**config.mk**
```make
export PLATFORM = sky130hd
export DESIGN_NAME = srx_core
export DESIGN_NICKNAME = d
export VERILOG_FILES = /design/src/srx_pkg.sv /design/src/srx_core.sv /design/src/srx_baud.sv
export SDC_FILE = /design/constraint.sdc
export NUM_CORES = 1
export LEC_CHECK = 0
export ABC_CLOCK_PERIOD_IN_PS = 7800
export BUFFER_PORTS_ARGS = -buffer_cell sky130_fd_sc_hd__buf_4
export CELL_PAD_IN_SITES_DETAIL_PLACEMENT = 1
export CELL_PAD_IN_SITES_GLOBAL_PLACEMENT = 1
export CORE_ASPECT_RATIO = 0.8
export CORE_MARGIN = 2
export CORE_UTILIZATION = 40
export DETAILED_ROUTE_END_ITERATION = 8
export PLACE_DENSITY = 0.75
export SKIP_LAST_GASP = 1
export SLEW_MARGIN = 40
export SYNTH_ARGS = -nofsm -noshare
export SYNTH_HDL_FRONTEND = slang
export SYNTH_HIERARCHICAL = 1
export SYNTH_SLANG_ARGS = --single-unit
```
**constraint.sdc**
```tcl
create_clock -name pclk -period 7.8 [get_ports pclk]
set_clock_uncertainty 0.2 [all_clocks]
set_input_delay 0.78 -clock pclk [delete_from_list [all_inputs] [get_ports pclk]]
set_output_delay 0.78 -clock pclk [all_outputs]
set_load 0.05 [all_outputs]
```
**src/srx_pkg.sv**
```systemverilog
package srx_pkg;
    // register byte addresses on the apb bus
    localparam logic [7:0] ADDR_RSC    = 8'h00; // receive_status_control
    localparam logic [7:0] ADDR_RXDATA = 8'h04; // rx_data_register (read pops)
    localparam logic [7:0] ADDR_MODE   = 8'h08; // bit0 sync, bit1 master
    localparam logic [7:0] ADDR_ISTAT  = 8'h0c; // sticky events, write one to clear
    localparam logic [7:0] ADDR_IMASK  = 8'h10; // interrupt mask
    localparam logic [7:0] ADDR_BAUD   = 8'h14; // bit period in clocks minus one
    // field positions of receive_status_control
    localparam int BIT_PORT_EN = 7;
    localparam int BIT_NINE    = 6;
    localparam int BIT_SINGLE  = 5;
    localparam int BIT_CONT    = 4;
    localparam int BIT_ADDR    = 3;
    localparam int BIT_FRAMING_ERROR_FLAG    = 2;
    localparam int BIT_OVERRUN_ERROR_FLAG    = 1;
    localparam int BIT_NINTH   = 0;
    // interrupt event bits
    localparam int EV_RXREADY = 0;
    localparam int EV_FRAMING_ERROR_FLAG    = 1;
    localparam int EV_OVERRUN_ERROR_FLAG    = 2;
    // reset values
    localparam logic [7:0]  RSC_RESET  = 8'h00;
    localparam logic [15:0] BAUD_RESET = 16'h0003;
    localparam int          NBITS_MAX  = 9;
    typedef enum logic [1:0] {
        SRX_IDLE  = 2'b00,
        SRX_START = 2'b01,
        SRX_DATA  = 2'b11,
        SRX_STOP  = 2'b10
    } srx_state_t;
endpackage

```
**src/srx_core.sv**
```systemverilog
`timescale 1ns/1ps
// Summary of operation
// - port enable claims the clock pin in sync master mode, else held disabled
// - single receive in sync master, self-clears
// - async continuous bit enables the receiver
// - framing flag follows head buffer character
module srx_core
    import srx_pkg::*;
(
    input  wire logic        pclk,        // system clock
    input  wire logic        presetn,     // async reset, low
    input  wire logic        psel,        // apb select
    input  wire logic        penable,     // apb access phase
    input  wire logic        pwrite,      // apb write
    input  wire logic [7:0]  paddr,       // apb byte address
    input  wire logic [31:0] pwdata,      // apb write data
    output logic [31:0]      prdata,      // apb read data
    output logic             pready,      // apb ready
    output logic             pslverr,     // apb error, unmapped address
    input  wire logic        rx_data_in,  // rx_data_pin input level
    output logic             rx_data_out, // rx_data_pin drive value
    output logic             rx_data_oe,  // rx_data_pin drive enable
    input  wire logic        tx_clock_in, // tx_clock_pin input level
    output logic             tx_clock_out,// tx_clock_pin drive value
    output logic             tx_clock_oe, // tx_clock_pin drive enable
    output logic             irq          // level interrupt
);
    typedef struct packed {
        logic [7:0]  rsc;      // control bits 7..3 used, flags held apart
        logic        sync;
        logic        master;
        logic [15:0] baud;
        logic [2:0]  istat;
        logic [2:0]  imask;
        srx_state_t  st;
        logic [3:0]  bitn;
        logic [8:0]  shf;
        logic        full;     // one-deep receive buffer
        logic [7:0]  buf_data;
        logic        buf_ninth;
        logic        buf_framing_error_flag;
        logic        overrun_error_flag;
        logic        ckprev;
        logic [31:0] prdata;
        logic        pready;
        logic        pslverr;
        logic        ck_out;
        logic        ck_oe;
        logic        irq;
    } srx_core_st_t;
    srx_core_st_t s_q, s_d;

    logic bd_half;
    logic bd_tick;
    logic bd_clr;

    // register decode used by both read and write paths
    function automatic logic mapped(input logic [7:0] a);
        mapped = (a == ADDR_RSC) || (a == ADDR_RXDATA) || (a == ADDR_MODE) ||
                 (a == ADDR_ISTAT) || (a == ADDR_IMASK) || (a == ADDR_BAUD);
    endfunction

    srx_baud u_baud (
        .pclk    (pclk),
        .presetn (presetn),
        .clr     (bd_clr),
        .period  (s_q.baud),
        .half    (bd_half),
        .tick    (bd_tick)
    );

    // shorthands for the enables; the state machine looks at these, the port-off force at the written enable bit
    logic en;
    logic async_on;
    logic sm_on;
    logic nine;
    logic acc;
    logic wr;
    logic rd;
    assign en       = s_q.rsc[BIT_PORT_EN];
    assign nine     = s_q.rsc[BIT_NINE];
    assign async_on = en && !s_q.sync && s_q.rsc[BIT_CONT];
    // continuous wins over single in synchronous master mode
    assign sm_on    = en && s_q.sync && s_q.master &&
                      (s_q.rsc[BIT_CONT] || s_q.rsc[BIT_SINGLE]);
    assign acc      = psel && penable && !s_q.pready;
    assign wr       = acc && pwrite && mapped(paddr);
    assign rd       = acc && !pwrite;
    assign bd_clr   = (s_q.st == SRX_IDLE);

    // receiver, buffer and register file in one next-state process
    always_comb begin
        logic       take;
        logic       keep;
        logic       is_last;
        logic [7:0] rdv;
        take      = 1'b0;
        keep      = 1'b0;
        is_last   = 1'b0;
        rdv       = 8'h00;
        s_d       = s_q;
        s_d.pready  = 1'b0;
        s_d.pslverr = 1'b0;
        s_d.ckprev  = tx_clock_in;
        s_d.ck_oe   = en && s_q.sync && s_q.master;
        if (s_q.st == SRX_IDLE) begin
            s_d.ck_out = 1'b0;
        end

        // reads pop the buffer before any new byte lands
        if (rd && paddr == ADDR_RXDATA) begin
            s_d.full = 1'b0;
        end

        is_last = (s_q.bitn == (nine ? 4'h8 : 4'h7));
        case (s_q.st)
            SRX_IDLE: begin
                if (async_on && !rx_data_in) begin
                    s_d.st = SRX_START;
                end else if (sm_on) begin
                    s_d.st   = SRX_DATA;
                    s_d.bitn = 4'h0;
                end
            end
            SRX_START: begin
                if (!async_on) begin
                    s_d.st = SRX_IDLE;
                end else if (bd_half) begin
                    s_d.st   = rx_data_in ? SRX_IDLE : SRX_DATA;       // glitch rejects
                    s_d.bitn = 4'h0;
                end
            end
            SRX_DATA: begin
                if (!en || !(async_on || sm_on)) begin
                    s_d.st = SRX_IDLE;
                end else if (s_q.sync && bd_half) begin
                    s_d.ck_out = 1'b1;                                 // master clock high
                end else if (s_q.sync && bd_tick) begin
                    s_d.ck_out = 1'b0;
                    s_d.shf    = {rx_data_in, s_q.shf[8:1]};
                    s_d.bitn   = s_q.bitn + 4'h1;
                    if (is_last) begin
                        take     = 1'b1;
                        s_d.st   = SRX_IDLE;
                        s_d.rsc[BIT_SINGLE] = 1'b0;
                    end
                end else if (!s_q.sync && bd_half) begin
                    s_d.shf  = {rx_data_in, s_q.shf[8:1]};
                    s_d.bitn = s_q.bitn + 4'h1;
                    if (is_last) begin
                        s_d.st = SRX_STOP;
                    end
                end
            end
            SRX_STOP: begin
                if (!async_on) begin
                    s_d.st = SRX_IDLE;
                end else if (bd_half) begin
                    take   = 1'b1;
                    s_d.st = SRX_IDLE;
                end
            end
            default: s_d.st = SRX_IDLE;
        endcase

        // align a byte of eight bits down into the low lanes
        if (take) begin
            if (!nine) begin
                s_d.shf = {1'b0, s_d.shf[8:1]};
            end
            // filter in 9-bit async with address detect
            keep = s_q.sync || !nine || !s_q.rsc[BIT_ADDR] || s_d.shf[8];
            if (keep) begin
                if (s_d.full) begin
                    s_d.overrun_error_flag = 1'b1;
                    s_d.istat[EV_OVERRUN_ERROR_FLAG] = 1'b1;
                end else begin
                    s_d.full      = 1'b1;
                    s_d.buf_data  = s_d.shf[7:0];
                    s_d.buf_ninth = nine ? s_d.shf[8] : 1'b0;
                    s_d.buf_framing_error_flag  = !s_q.sync && !rx_data_in;
                    s_d.istat[EV_RXREADY] = 1'b1;
                    if (!s_q.sync && !rx_data_in) begin
                        s_d.istat[EV_FRAMING_ERROR_FLAG] = 1'b1;
                    end
                end
            end
        end

        // register writes; hardware sets of a clear event bit win over write-one clears
        if (wr) begin
            case (paddr)
                ADDR_RSC:   s_d.rsc[7:3] = pwdata[7:3];
                ADDR_MODE: begin
                    s_d.sync   = pwdata[0];
                    s_d.master = pwdata[1];
                end
                ADDR_ISTAT: s_d.istat = s_q.istat & ~pwdata[2:0] |
                                        (s_d.istat & ~s_q.istat);
                ADDR_IMASK: s_d.imask = pwdata[2:0];
                ADDR_BAUD:  s_d.baud  = pwdata[15:0];
                default:    s_d.rsc = s_d.rsc;
            endcase
        end
        // overrun clears only while continuous receive is off
        if (!s_d.rsc[BIT_CONT]) begin
            s_d.overrun_error_flag = 1'b0;
        end
        if (!s_d.rsc[BIT_PORT_EN]) begin
            s_d.st    = SRX_IDLE;
            s_d.ck_oe = 1'b0;
        end

        // read mux, one wait state
        rdv = {s_q.rsc[7:3], s_q.buf_framing_error_flag, s_q.overrun_error_flag, s_q.buf_ninth};
        if (acc) begin
            s_d.pready  = 1'b1;
            s_d.pslverr = !mapped(paddr);
            s_d.prdata  = 32'h0000_0000;
            case (paddr)
                ADDR_RSC:    s_d.prdata = {24'h000000, rdv};
                ADDR_RXDATA: s_d.prdata = {24'h000000, s_q.buf_data};
                ADDR_MODE:   s_d.prdata = {30'h0, s_q.master, s_q.sync};
                ADDR_ISTAT:  s_d.prdata = {29'h0, s_q.istat};
                ADDR_IMASK:  s_d.prdata = {29'h0, s_q.imask};
                ADDR_BAUD:   s_d.prdata = {16'h0000, s_q.baud};
                default:     s_d.prdata = 32'h0000_0000;
            endcase
        end
        s_d.irq = |(s_d.istat & s_d.imask);
    end

    // state register; reset leaves the receiver idle with the default control value
    always_ff @(posedge pclk or negedge presetn) begin
        if (!presetn) begin
            s_q      <= '0;
            s_q.rsc  <= RSC_RESET;
            s_q.baud <= BAUD_RESET;
            s_q.st   <= SRX_IDLE;
        end else begin
            s_q <= s_d;
        end
    end

    // outputs taken from the state register so they never glitch
    assign prdata       = s_q.prdata;
    assign pready       = s_q.pready;
    assign pslverr      = s_q.pslverr;
    assign rx_data_out  = 1'b0;   // receive only; line is never driven here
    assign rx_data_oe   = 1'b0;
    assign tx_clock_out = s_q.ck_out;
    assign tx_clock_oe  = s_q.ck_oe;
    assign irq          = s_q.irq;

    // receiver control checks
    AST_DISABLED_NO_CLK: assert property (@(posedge pclk) disable iff (!presetn)
        !s_q.rsc[BIT_PORT_EN] |=> !tx_clock_oe) else $error("clock driven while off");
    AST_PORT_OFF_IDLE: assert property (@(posedge pclk) disable iff (!presetn)
        !en |=> s_q.st == SRX_IDLE) else $error("receiver runs while port off");
    AST_CLK_OE_ON: assert property (@(posedge pclk) disable iff (!presetn)
        (en && s_q.sync && s_q.master && !wr) |=> tx_clock_oe)
        else $error("master clock pin not driven");
    AST_SINGLE_CLEARS: assert property (@(posedge pclk) disable iff (!presetn)
        (s_q.st == SRX_DATA && s_q.sync && sm_on && bd_tick && !wr &&
         s_q.bitn == (nine ? 4'h8 : 4'h7))
        |=> !s_q.rsc[BIT_SINGLE]) else $error("single receive not cleared");
    AST_ASYNC_OFF_IDLE: assert property (@(posedge pclk) disable iff (!presetn)
        (!s_q.sync && !s_q.rsc[BIT_CONT] && !s_q.rsc[BIT_SINGLE]) ##1
        (!s_q.sync && !s_q.rsc[BIT_CONT] && !s_q.rsc[BIT_SINGLE])
        |-> s_q.st == SRX_IDLE) else $error("receiver runs while off");
    AST_ADDR_FILTER: assert property (@(posedge pclk) disable iff (!presetn)
        (s_q.st == SRX_STOP && bd_half && async_on && nine && s_q.rsc[BIT_ADDR]
         && !s_q.shf[8] && !s_q.full) |=> !s_q.full) else $error("address filter");
    AST_ADDR_PASS: assert property (@(posedge pclk) disable iff (!presetn)
        (s_q.st == SRX_STOP && bd_half && async_on && nine && s_q.rsc[BIT_ADDR]
         && s_q.shf[8] && !s_q.full) |=> s_q.full) else $error("addressed byte lost");
    AST_FRAMING_ERROR_FLAG_STABLE: assert property (@(posedge pclk) disable iff (!presetn)
        (s_q.full && !(rd && paddr == ADDR_RXDATA)) |=> $stable(s_q.buf_framing_error_flag))
        else $error("framing flag moved");
    AST_POP: assert property (@(posedge pclk) disable iff (!presetn)
        (rd && paddr == ADDR_RXDATA && s_q.st == SRX_IDLE) |=> !s_q.full)
        else $error("read did not free the buffer");
    AST_OVERRUN_ERROR_FLAG_CLEAR: assert property (@(posedge pclk) disable iff (!presetn)
        !s_q.rsc[BIT_CONT] |-> !s_q.overrun_error_flag) else $error("overrun held");
    AST_OVERRUN_ERROR_FLAG_SET: assert property (@(posedge pclk) disable iff (!presetn)
        (s_q.st == SRX_STOP && bd_half && async_on && s_q.full && !rd &&
         (!nine || !s_q.rsc[BIT_ADDR] || s_q.shf[8]) && !wr)
        |=> s_q.overrun_error_flag) else $error("overrun missed");
    // bus and interrupt checks
    AST_APB_READY: assert property (@(posedge pclk) disable iff (!presetn)
        (psel && penable && !pready) |=> pready ##1 !pready) else $error("ready timing");
    AST_PSLVERR: assert property (@(posedge pclk) disable iff (!presetn)
        (psel && penable && !pready && !mapped(paddr)) |=> pslverr)
        else $error("unmapped access not refused");
    AST_IRQ: assert property (@(posedge pclk) disable iff (!presetn)
        irq == |(s_q.istat & s_q.imask)) else $error("irq cause");
    // scenarios worth seeing
    COV_ASYNC_BYTE: cover property (@(posedge pclk) $rose(s_q.full) && !s_q.sync);
    COV_SYNC_BYTE: cover property (@(posedge pclk) $rose(s_q.full) && s_q.sync);
    COV_OVERRUN: cover property (@(posedge pclk) $rose(s_q.overrun_error_flag));
    COV_ADDR_DROP: cover property (@(posedge pclk) s_q.st == SRX_STOP && bd_half && async_on
        && nine && s_q.rsc[BIT_ADDR] && !s_q.shf[8]);
    COV_FRAMING: cover property (@(posedge pclk) $rose(s_q.buf_framing_error_flag));
endmodule // srx_core

```
**src/srx_baud.sv**
```systemverilog
`timescale 1ns/1ps
// bit-rate enable divider; restarts on clear so bit centres align to a start edge
module srx_baud
    import srx_pkg::*;
(
    input  wire logic        pclk,    // system clock
    input  wire logic        presetn, // async reset, low
    input  wire logic        clr,     // restart the period
    input  wire logic [15:0] period,  // clocks per bit minus one
    output logic             half,    // pulse at mid period
    output logic             tick     // pulse at end of period
);
    typedef struct packed {
        logic [15:0] cnt;
        logic        half;
        logic        tick;
    } srx_baud_st_t;
    srx_baud_st_t s_q, s_d;

    // free counter with two strobes
    always_comb begin
        s_d      = s_q;
        s_d.half = 1'b0;
        s_d.tick = 1'b0;
        if (clr) begin
            s_d.cnt = 16'h0000;
        end else if (s_q.cnt >= period) begin
            s_d.cnt  = 16'h0000;
            s_d.tick = 1'b1;
        end else begin
            s_d.cnt = s_q.cnt + 16'h0001;
            if (s_q.cnt == {1'b0, period[15:1]}) begin
                s_d.half = 1'b1;
            end
        end
    end

    always_ff @(posedge pclk or negedge presetn) begin
        if (!presetn) begin
            s_q <= '0;
        end else begin
            s_q <= s_d;
        end
    end

    assign half = s_q.half;
    assign tick = s_q.tick;
endmodule // srx_baud

```
==> summary.md, run 1 <==
| Metric | Value |
|---|---|
| Distinct cell type count after synthesis | roughly 70 |
| WP data required | 7.82 ns |
| First-pass GRT wire length | 23,300 µm |
| P_leak | 0.00297 µW |
| Row Count | 38 |
| Clock root cell | clkbuf_16 |
| EDFF count, synth | 0 |
| Relative slew slack | 47.8% |
| Synth Instances | 531 |
| CP startpoint kind | register |
| RSZ-0062 raised after global routing | no |
| CTS max path bufs | 2 |
| Die height | 111 µm |
| Fin crit period | 3.31 ns |
| Port bufs | 50 |
| Net Sw Power | 245 µW |
| Total wire length | 14,100 µm |
| Max Cap Viol | 0 |
| GPL Wtd Cong | 0.822 |
| Iter 0 DRT Violations | ~140 |
| Pwr/cell area | around 160 nW/µm² |
| Avg Cell Area, Syn | 10.7 µm² |
| Crit Path Max Fanout | 17 |
| P_int | roughly 740 µW |
| Critical Path End Type | register |
| Reg2Reg Depth | 6 |
| Clock Power Share | 42.5% |
| Post-CTS Setup Bufs | 0 |
| Status | finished clean |
| Initial antenna violation count | 0 |
| Layout cell share with drive strength beyond 1 | 23.3% |
| Hold_ws | 0.142 ns |
| Register area share after synthesis | 41.9% |
| Slew @ Worst Pin | 0.783 ns |
| Post-synthesis register bit count | 95 |
| Worst Setup EP | s_q[43]$_DFFE_PN0P_ |
| Post-CTS sizing | 0 |
| Max VDD drop | around 0.10 mV |
| Number of global-route vias before repair | 4,458 |
| TNS Setup | 0 ns |
| Sequential power share | approximately 50% |
| Logic pwr share | under 10% |
| Total gr overflow | 0 |
| Area of the core | 13,700 µm² |
| Synth Warn # | 6 |
| Later-pin clock latency in the skew report | 0.34 ns |
| Fmax | 302 MHz |
| Layout overhead on the synthesized area | 10.8% |
| N_diodes | 0 |
| Reg clk slew, reported paths | around 0.07 ns |
| R2R setup slack | 4.49 ns |
| Die ar. | 15,200 µm² |
| Pin count of the biggest net entering global routing | 72 |
| Reg-to-Reg Start | nine$_DFFE_PN0P_ |
| Count of nets after finishing | 627 |
| Final period utilization | between 40 and 50% |
| Final Hold Vio Count | 0 |
| Ys async rst share | 100% |
| Crit path DAT | ~3.3 ns |
| Cts hold-fix bufs | 0 |
| H-tree depth | 3 |
| Total GRT Usage | 19.6% |
| ANT nets after route | 0 |
| Vias | 4,093 |
| Ys flop type | dfrtp_1 |
| FF-to-FF End | s_q[43]$_DFFE_PN0P_ |
| Starting Density | 41.5% |
| Slew Limit Fails | 0 |
| Final setup viols | 0 |
| I/O pin total | 86 |
| Hpwl dp | approximately 11,000 µm |
| # DRC | 0 |
| Die width | 137 µm |
| Switching share of power | 24.9% |
| Mapped Area | 5680 µm² |
| Total CTS buffers | 9 |
| WL/cell | between 15 and 20 µm |
| Fill cells | 1,522 |
| Vias/cell | 5.51 |
| HP Class | in2async |
| CTS tree | built |
| Clk sinks | 95 |
| Worst setup startpoint | nine$_DFFE_PN0P_ |
| Crit path kind | reg2reg |
| Router iterations before antenna repair | 4 |
sequential cells by signal (all words and copies together) (netlist names):
signal and cells:
en 1, irq 1, nine 1, prdata 16, pready 1, pslverr 1
s_q 54, tx_clock_oe 1, tx_clock_out 1, u_baud/half 1, u_baud/s_q 16, u_baud/tick 1
through the flow:
| stage | util (%) | power [µW] | cell area [µm²] | cells | setup slack, ns |
|---|---|---|---|---|---|
| final | 46.0 | 986 | 6290 | 743 | 4.49 |
| after global routing | 46.0 | 1020 | 6290 | 743 | 4.22 |
| after CTS | 45.8 | 998 | 6270 | 742 | 4.48 |
| after detailed placement | 43.8 | 576 | 6000 | 726 | 4.18 |
| after global placement | 43.6 | 574 | 5970 | 724 | 4.32 |
| after floorplan | - | 552 | 5740 | 548 | 4.79 |
layout make-up:
class | instances | area, µm² | area share [%]
sequential | 95 | 2380 | 37.8
multi-input combinational | 367 | 2880 | 45.7
timing repair buffer | 54 | 417 | 6.62
inverter | 31 | 116 | 1.85
tap | 180 | 225 | 3.58
clock buffer | 12 | 246 | 3.92
clock inverter | 4 | 31.3 | 0.497
how the worst min path moves through the flow:
stage                     slack (ns)                     end
final                           0.14  prdata[15]$_DFFE_PN0N_
after global routing            0.16  prdata[15]$_DFFE_PN0N_
after CTS                       0.15  prdata[14]$_DFFE_PN0N_
after detailed placement        0.30     s_q[45]$_DFFE_PN0P_
after global placement          0.29     s_q[45]$_DFFE_PN0P_
after floorplan                 0.26     s_q[44]$_DFFE_PN0P_
worst max-delay path, cell delays in order (launching register included):
cell	delay [ns]
dfrtp_1	0.81
nor4b_2	0.33
a22oi_1	0.17
o41a_1	0.59
a211oi_4	0.50
nand2_4	0.21
mux2_1	0.37
routing by layer:
| layer | track usage, % | wire length, µm | up-vias |
|---|---|---|---|
| li1 | - | - | 1907 |
| met1 | 27.8 | 6900 | 2087 |
| met2 | 30.6 | 6430 | 84 |
| met3 | 3.72 | 575 | 15 |
| met4 | 4.81 | 225 | 0 |
| met5 | 0 | 0 | - |
kinds of logic (layout without fill, tap and decap cells):
group	after synthesis	after routing	share of synthesized area, %
other cells	1	18	0.0660
simple gates	148	148	15.5
fa+ha+maj	22	22	4.85
buf+inv	86	101	8.77
flops	95	95	41.9
compound gates	85	85	12.1
xor+xnor	31	31	4.78
mux	63	63	12.1
cells in the final DEF (no fill, tap or decap), types with 9 or more instances in the layout:
cell type / instances
a22o_1: 17
buf_4: 51
clkbuf_16: 9
conb_1: 18
dfrtp_1: 93
ha_1: 22
inv_1: 31
mux2_2: 24
mux2i_1: 32
nand2_1: 26
nand3_1: 13
nor2_1: 19
nor3_1: 14
nor3_2: 11
nor4_1: 10
o21ai_0: 19
xnor2_1: 12
xor2_1: 19
power by group through the flow:
stage          registers (µW)  logic (µW)  clock network, µW
3_3_place_gp              508        66.4                  0
4_1_cts                   498        68.7                431
5_1_grt                   499        74.8                446
6_report                  498        68.7                419
3_5_place_dp              508        68.3                  0
2_1_floorplan             509        43.3                  0
synth_stat cells, types with 4 or more instances:
master | number | share of area, %
nand3_1 | 13 | 1.1
o21ai_0 | 19 | 1.7
nor2_1 | 19 | 1.3
a22o_1 | 17 | 2.6
a31oi_1 | 5 | 0.55
nor3_1 | 15 | 1.3
clkbuf_1 | 9 | 0.59
a21o_1 | 4 | 0.53
dfrtp_1 | 93 | 41
nand2b_1 | 8 | 0.88
mux2_4 | 4 | 1.1
a21oi_1 | 7 | 0.62
nor4_1 | 11 | 1.2
o221ai_1 | 4 | 0.62
xor2_1 | 19 | 2.9
and3_1 | 5 | 0.55
ha_1 | 22 | 4.8
buf_6 | 5 | 0.99
nand3b_1 | 4 | 0.53
nor3_2 | 10 | 1.8
buf_4 | 35 | 4.6
mux2i_1 | 32 | 5.6
inv_1 | 31 | 2.0
xnor2_1 | 12 | 1.9
nor2b_1 | 4 | 0.44
mux2_2 | 24 | 4.8
nand4_1 | 8 | 0.88
nand2_1 | 26 | 1.7
Note: power is estimated with default switching activity, not from simulation.
==> run 2, diff against run 1 <==
--- a/config.mk
+++ b/config.mk
@@ -5,7 +5,7 @@
 export SDC_FILE = /design/constraint.sdc
 export NUM_CORES = 1
 export LEC_CHECK = 0
-export ABC_CLOCK_PERIOD_IN_PS = 7800
+export ABC_CLOCK_PERIOD_IN_PS = 3030
 export BUFFER_PORTS_ARGS = -buffer_cell sky130_fd_sc_hd__buf_4
 export CELL_PAD_IN_SITES_DETAIL_PLACEMENT = 1
 export CELL_PAD_IN_SITES_GLOBAL_PLACEMENT = 1
@@ -13,7 +13,7 @@
 export CORE_MARGIN = 2
 export CORE_UTILIZATION = 40
 export DETAILED_ROUTE_END_ITERATION = 8
-export PLACE_DENSITY = 0.75
+export PLACE_DENSITY = 0.77
 export SKIP_LAST_GASP = 1
 export SLEW_MARGIN = 40
 export SYNTH_ARGS = -nofsm -noshare
==> constraint.sdc (replaced) <==
create_clock -name pclk -period 3.03 [get_ports pclk]
set_clock_uncertainty 0.2 [all_clocks]
set_input_delay 0.303 -clock pclk [delete_from_list [all_inputs] [get_ports pclk]]
set_output_delay 0.303 -clock pclk [all_outputs]
set_load 0.05 [all_outputs]
==> run 2 against run 1 <==
Sequential share of layout area is 1.2 points lower. Power grew to 2.7 times the previous value. Non-clock buffer count is 21 higher. Via count is 2.9% higher. Register-to-register slack worse by 4.2 ns. Worst setup slack worse by 4.2 ns. Largest power group unchanged.
==> summary.md, run 2 (same netlist as run 1, synthesis figures left out) <==
| Metric | Value |
|---|---|
| Status | finished clean |
| WL/cell | 19.5 µm (+2.3%) |
| HP Class | in2reg |
| Vias | 4,213 (+2.9%) |
| First-pass GRT wire length | 24,000 µm (+2.8%) |
| Reg clk slew, reported paths | 0.07 ns (about the same) |
| WP data required | 3.03 ns (-4.79 ns) |
| I/O pin total | 86 (unchanged) |
| FF-to-FF End | irq$_DFF_PN0_ |
| Die ar. | 15,200 µm² (unchanged) |
| Total power | 2650 µW (+170%) |
| Most common cell after layout, fill and taps aside | dfrtp_1 |
| Max VDD drop | 0.276 mV (+180%) |
| Reg2Reg Depth | 7 (+1) |
| Pwr/cell area | 408 nW/µm² (+160%) |
| Biggest register | s_q |
| Row Count | 38 (unchanged) |
| Most frequent cells in the layout | 93 x dfrtp_1, 63 x buf_4, 32 x mux2i_1, 31 x inv_1, 26 x nand2_1 |
| GPL Wtd Cong | 0.808 (-1.6%) |
| Post-CTS Setup Bufs | 0 (unchanged) |
| Final Hold Vio Count | 0 (unchanged) |
| ANT nets after route | 0 (unchanged) |
| Footprint of the multi-input gates | 2870 µm² (-0.48%) |
| Fmax | 370 MHz (+22%) |
| N_diodes | 0 (unchanged) |
| Area of the core | 13,700 µm² (unchanged) |
| Inst Count DP | 738 (+1.7%) |
| Crit Path Max Fanout | 14 (-3) |
| Crit path kind | reg2reg |
| Slew Limit Fails | 0 (unchanged) |
| HP Start | pwdata[4] |
| Total gr overflow | 0 (unchanged) |
| Count of nets after finishing | 648 (+3.3%) |
| Clk sinks | 95 (unchanged) |
| # DRC | 0 (unchanged) |
| Pin count of the biggest net entering global routing | 53 (-26%) |
| Hold path endpoint | s_q[75]$_DFFE_PN0P_ |
| Clock root cell | clkbuf_16 |
| R2R setup slack | 0.32 ns (-4.16 ns) |
| Layout overhead on the synthesized area | 14.4% |
| RSZ-0062 raised after global routing | no |
| Largest register FFs | 54 (unchanged) |
| CP startpoint kind | register |
| Number of global-route vias before repair | 4,527 (+1.5%) |
| Starting Density | 41.5% (unchanged) |
| Slew @ Worst Pin | 0.798 ns (+0.0151 ns) |
| Post-route insts no fill | 764 (+2.8%) |
| H-tree depth | 3 (unchanged) |
| Final setup viols | 0 (unchanged) |
| Iter 0 DRT Violations | 156 (+8.3%) |
| CTS tree | built |
| Register area | 2380 µm² (unchanged) |
| Hold_ws | 0.0121 ns (-0.130 ns) |
| CTS max path bufs | 2 (unchanged) |
| Router iterations before antenna repair | 4 (unchanged) |
| Port bufs | 50 (unchanged) |
| Layout cell share with drive strength beyond 1 | 24.1% (+0.88 points) |
| Fin crit period | 2.71 ns (-0.605 ns) |
| Final period utilization | 89.3% (+47 points) |
| Total wire length | 14,900 µm (+5.2%) |
| Hpwl dp | 10,800 µm (+2.2%) |
| Max Cap Viol | 0 (unchanged) |
| P_leak | 0.00308 µW (+3.7%) |
| Critical Path End Type | register |
| Total GRT Usage | 20.4% (+0.82 points) |
| TNS Setup | 0 ns (unchanged) |
| Crit path DAT | 2.70 ns (-0.63 ns) |
| Later-pin clock latency in the skew report | 0.35 ns (about the same) |
| Die width | 137 µm (unchanged) |
| Worst hold path depth | 2 |
| Fill cells | 1,510 (-0.79%) |
| Reg-to-Reg Start | pready$_DFF_PN0_ |
| Die height | 111 µm (unchanged) |
| Vias/cell | 5.51 (+0.10%) |
| Relative slew slack | 46.8% (-1.0 points) |
| Total CTS buffers | 9 (unchanged) |
| Initial antenna violation count | 0 (unchanged) |
## run 2: repair_timing
item,in CTS,in global routing
endpoints found under the setup margin,0,0
hold buffers,9,1
resized for setup,0,0
hold endpoints to repair,59,1
## run 2: per-stage QoR
stage	utilization [%]	area, µm²	setup WS (ns)
2_1_floorplan	-	5740	0.502
3_3_place_gp	44.4	6080	0.306
3_5_place_dp	44.5	6090	0.128
4_1_cts	47.4	6490	0.329
5_1_grt	47.5	6500	0.0842
6_report	47.5	6500	0.325
## run 2: final cells by class
class | instances | share of cell area (%)
Inverter | 31 | 1.79
Tap cell | 180 | 3.47
Sequential cell | 95 | 36.6
Clock inverter | 6 | 1.04
Multi-Input combinational cell | 367 | 44.1
Timing Repair Buffer | 75 | 9.30
Clock buffer | 10 | 3.68
## run 2: worst max-delay path by stage
| stage | startpoint | to | cells after the start |
|---|---|---|---|
| 2_1_floorplan | paddr[1] | s_q[38]$_DFFE_PN0P_ | 7 |
| 3_3_place_gp | paddr[1] | irq$_DFF_PN0_ | 7 |
| 3_5_place_dp | paddr[1] | irq$_DFF_PN0_ | 7 |
| 4_1_cts | pready$_DFF_PN0_ | irq$_DFF_PN0_ | 7 |
| 5_1_grt | pready$_DFF_PN0_ | irq$_DFF_PN0_ | 7 |
| 6_report | pready$_DFF_PN0_ | irq$_DFF_PN0_ | 7 |
## run 2: critical path: stages (launching register included)
cell      delay, ns
dfrtp_1        0.38
nand3b_1       0.50
nor4_1         0.47
buf_4          0.21
mux2i_1        0.27
inv_1          0.10
a32oi_1        0.25
o221ai_1       0.19
## run 2: per-layer routing
metal  wire [µm]  GRT usage, %  part of all wire (%)
met1        6860          28.1                    46
met2        7040          32.3                    47
met3         809          5.14                   5.4
met4         165          4.47                   1.1
met5           0             0                     0
## run 2: where the power goes
group	internal, µW	total, µW	leakage, µW	switching [µW]
logic	58.2	192	0.00164	134
registers	1280	1280	0.00130	6.31
clock network	665	1180	0.000145	513
==> run 3, diff against run 2 <==
==> constraint.sdc (replaced) <==
create_clock -name pclk -period 3.03 [get_ports pclk]
set_clock_uncertainty 0.2 [all_clocks]
set_input_delay 0 -clock pclk [delete_from_list [all_inputs] [get_ports pclk]]
set_output_delay 0 -clock pclk [all_outputs]
set_load 0.05 [all_outputs]
==> run 3 against run 2 <==
Routed wire length is 1.0% higher. Worst setup slack worse by 0.12 ns. Global-route usage is 0.30 points higher. Highest routed layer unchanged. Sequential share of layout area shrank 0.72 points. Critical path type is now in2reg. Utilization is 0.95 points higher. Combinational power up 7%. Critical path depth is 1 higher. First-iteration DRC count up 21%. Largest cell class unchanged. Critical endpoint unchanged.
==> summary.md, run 3 (same netlist as run 1, synthesis figures left out) <==
| Metric | Value |
|---|---|
| Met3 wire length | 710 µm (-12%) |
| Layout cell share with drive strength beyond 1 | 23.4% (-0.77 points) |
| Router iterations before antenna repair | 5 (+1) |
| Total GRT Usage | 20.7% (+0.30 points) |
| P_leak | 0.00314 µW (+1.8%) |
| Reg clk slew, reported paths | 0.07 ns (about the same) |
| CP startpoint kind | input port |
| First-pass GRT wire length | 24,300 µm (+1.3%) |
| Biggest register | s_q |
| Max Cap Viol | 0 (unchanged) |
| Clock root cell | clkbuf_16 |
| N_diodes | 0 (unchanged) |
| Max layer used | met4 |
| CTS max path bufs | 2 (unchanged) |
| Final period utilization | 93.2% (+3.9 points) |
| GPL Wtd Cong | 0.808 (about the same) |
| Row Count | 38 (unchanged) |
| Fill cells | 1,506 (-0.26%) |
| Initial antenna violation count | 0 (unchanged) |
| Slew @ Worst Pin | 0.761 ns (-0.0373 ns) |
| Critical Path End Type | register |
| Crit Path Max Fanout | 5 (-9) |
| Total gr overflow | 0 (unchanged) |
| Die ar. | 15,200 µm² (unchanged) |
| Worst Setup EP | irq$_DFF_PN0_ |
| Status | finished clean |
| Die width | 137 µm (unchanged) |
| Worst setup startpoint | paddr[7] |
| Relative slew slack | 49.3% (+2.5 points) |
| Number of global-route vias before repair | 4,490 (-0.82%) |
| Pin count of the biggest net entering global routing | 58 (+9.4%) |
| # DRC | 0 (unchanged) |
| Total CTS buffers | 9 (unchanged) |
| Slew Limit Fails | 0 (unchanged) |
| Layout overhead on the synthesized area | 16.7% |
| Fmax | 354 MHz (-4.2%) |
| I/O pin total | 86 (unchanged) |
| Post-CTS Setup Bufs | 0 (unchanged) |
| Max VDD drop | 0.309 mV (+12%) |
| Reg2Reg Depth | 7 (unchanged) |
| Final Hold Vio Count | 0 (unchanged) |
| RSZ-0062 raised after global routing | no |
| Iter 0 DRT Violations | 188 (+21%) |
| FF-to-FF End | irq$_DFF_PN0_ |
| TNS Setup | 0 ns (unchanged) |
| Final instance area | 6630 µm² (+2.0%) |
| Pwr/cell area | 397 nW/µm² (-2.7%) |
| Crit path kind | in2reg |
| Vias | 4,317 (+2.5%) |
| H-tree depth | 3 (unchanged) |
| Area of the core | 13,700 µm² (unchanged) |
| M1 WL | 7070 µm (+3.0%) |
| R2R setup slack | 0.33 ns (about the same) |
| WP data required | 3.03 ns (about the same) |
| Hpwl dp | 11,100 µm (+2.2%) |
| Count of nets after finishing | 663 (+2.3%) |
| Met2 wire length | 7060 µm (+0.38%) |
| HP Class | in2async |
| CTS tree | built |
| Vias/cell | 5.54 (+0.50%) |
| Total wire length | 15,000 µm (+1.0%) |
| Reg-to-Reg Start | s_q[88]$_DFFE_PN0P_ |
| WL/cell | 19.3 µm (-0.91%) |
| Later-pin clock latency in the skew report | 0.35 ns (about the same) |
| Fin crit period | 2.82 ns (+0.118 ns) |
| Largest register FFs | 54 (unchanged) |
| Port bufs | 50 (unchanged) |
| Crit path DAT | 2.82 ns (+0.12 ns) |
| Starting Density | 41.5% (unchanged) |
| Die height | 111 µm (unchanged) |
| ANT nets after route | 0 (unchanged) |
| Dpl cell area | 6090 µm² (about the same) |
| Most common cell after layout, fill and taps aside | dfrtp_1 |
| Clk sinks | 95 (unchanged) |
| Final setup viols | 0 (unchanged) |
| Most frequent cells in the layout | 93 x dfrtp_1, 65 x buf_4, 32 x mux2i_1, 31 x inv_1, 26 x nand2_1 |
## run 3: worst min-delay path by stage
stage / start / slack [ns] / end
final: presetn / 0.05 / prdata[12]$_DFFE_PN0N_
after global routing: presetn / 0.11 / prdata[12]$_DFFE_PN0N_
after CTS: paddr[2] / 0.07 / prdata[5]$_DFFE_PN0N_
after detailed placement: presetn / -0.09 / prdata[12]$_DFFE_PN0N_
after global placement: presetn / -0.1 / prdata[9]$_DFFE_PN0N_
after floorplan: presetn / -0.50 / en$_DFF_PN0_
## run 3: final cells by class
type                    instances  area [µm²]  area share [%]
repair buffers                 90         739            11.2
well taps                     180         225            3.40
clock inverters                 3        43.8           0.661
clock buffers                  13         250            3.78
flip-flops and latches         95        2380            35.9
multi-input cells             367        2870            43.3
inverters                      31         116            1.76
## run 3: report_power, final
group | total [µW] | switching [µW] | internal (µW)
Combinational | 206 | 138 | 67.8
Sequential | 1280 | 6.36 | 1280
Clock | 1140 | 481 | 664
Total | 2630 | 625 | 2010
## run 3: critical path, stage by stage
cell	delay, ns
dlygate4sd3_1	0.54
buf_4	0.13
or4_4	0.51
or3_2	0.50
nor3_1	0.48
nand2_1	0.15
a32oi_1	0.30
o221ai_1	0.20
## run 3: metrics by stage
step                std cells  power, µW  setup WS, ns  hold WS [ns]  util [%]
CTS                       779       2650        0.0713        0.0688      48.3
global route              779       2710        0.0419         0.111      48.4
floorplan                 548       1420         0.558        -0.496         -
detailed placement        739       1490         0.409       -0.0860      44.4
global placement          738       1480         0.471       -0.0999      44.4
finish                    779       2630         0.207        0.0501      48.4
## run 3: what timing repair did
action / CTS / global route
resized for setup: 0 / 1
hold buffers: 24 / 0
endpoints found under the hold margin: 100 / 0
endpoints found under the setup margin: 0 / 15
## run 3: layer usage
metal  vias up  global-route usage [%]
met5         -                       0
met1      2206                    29.4
met3        18                    4.27
li1       1989                       -
met4         0                    5.09
met2       104                    32.1
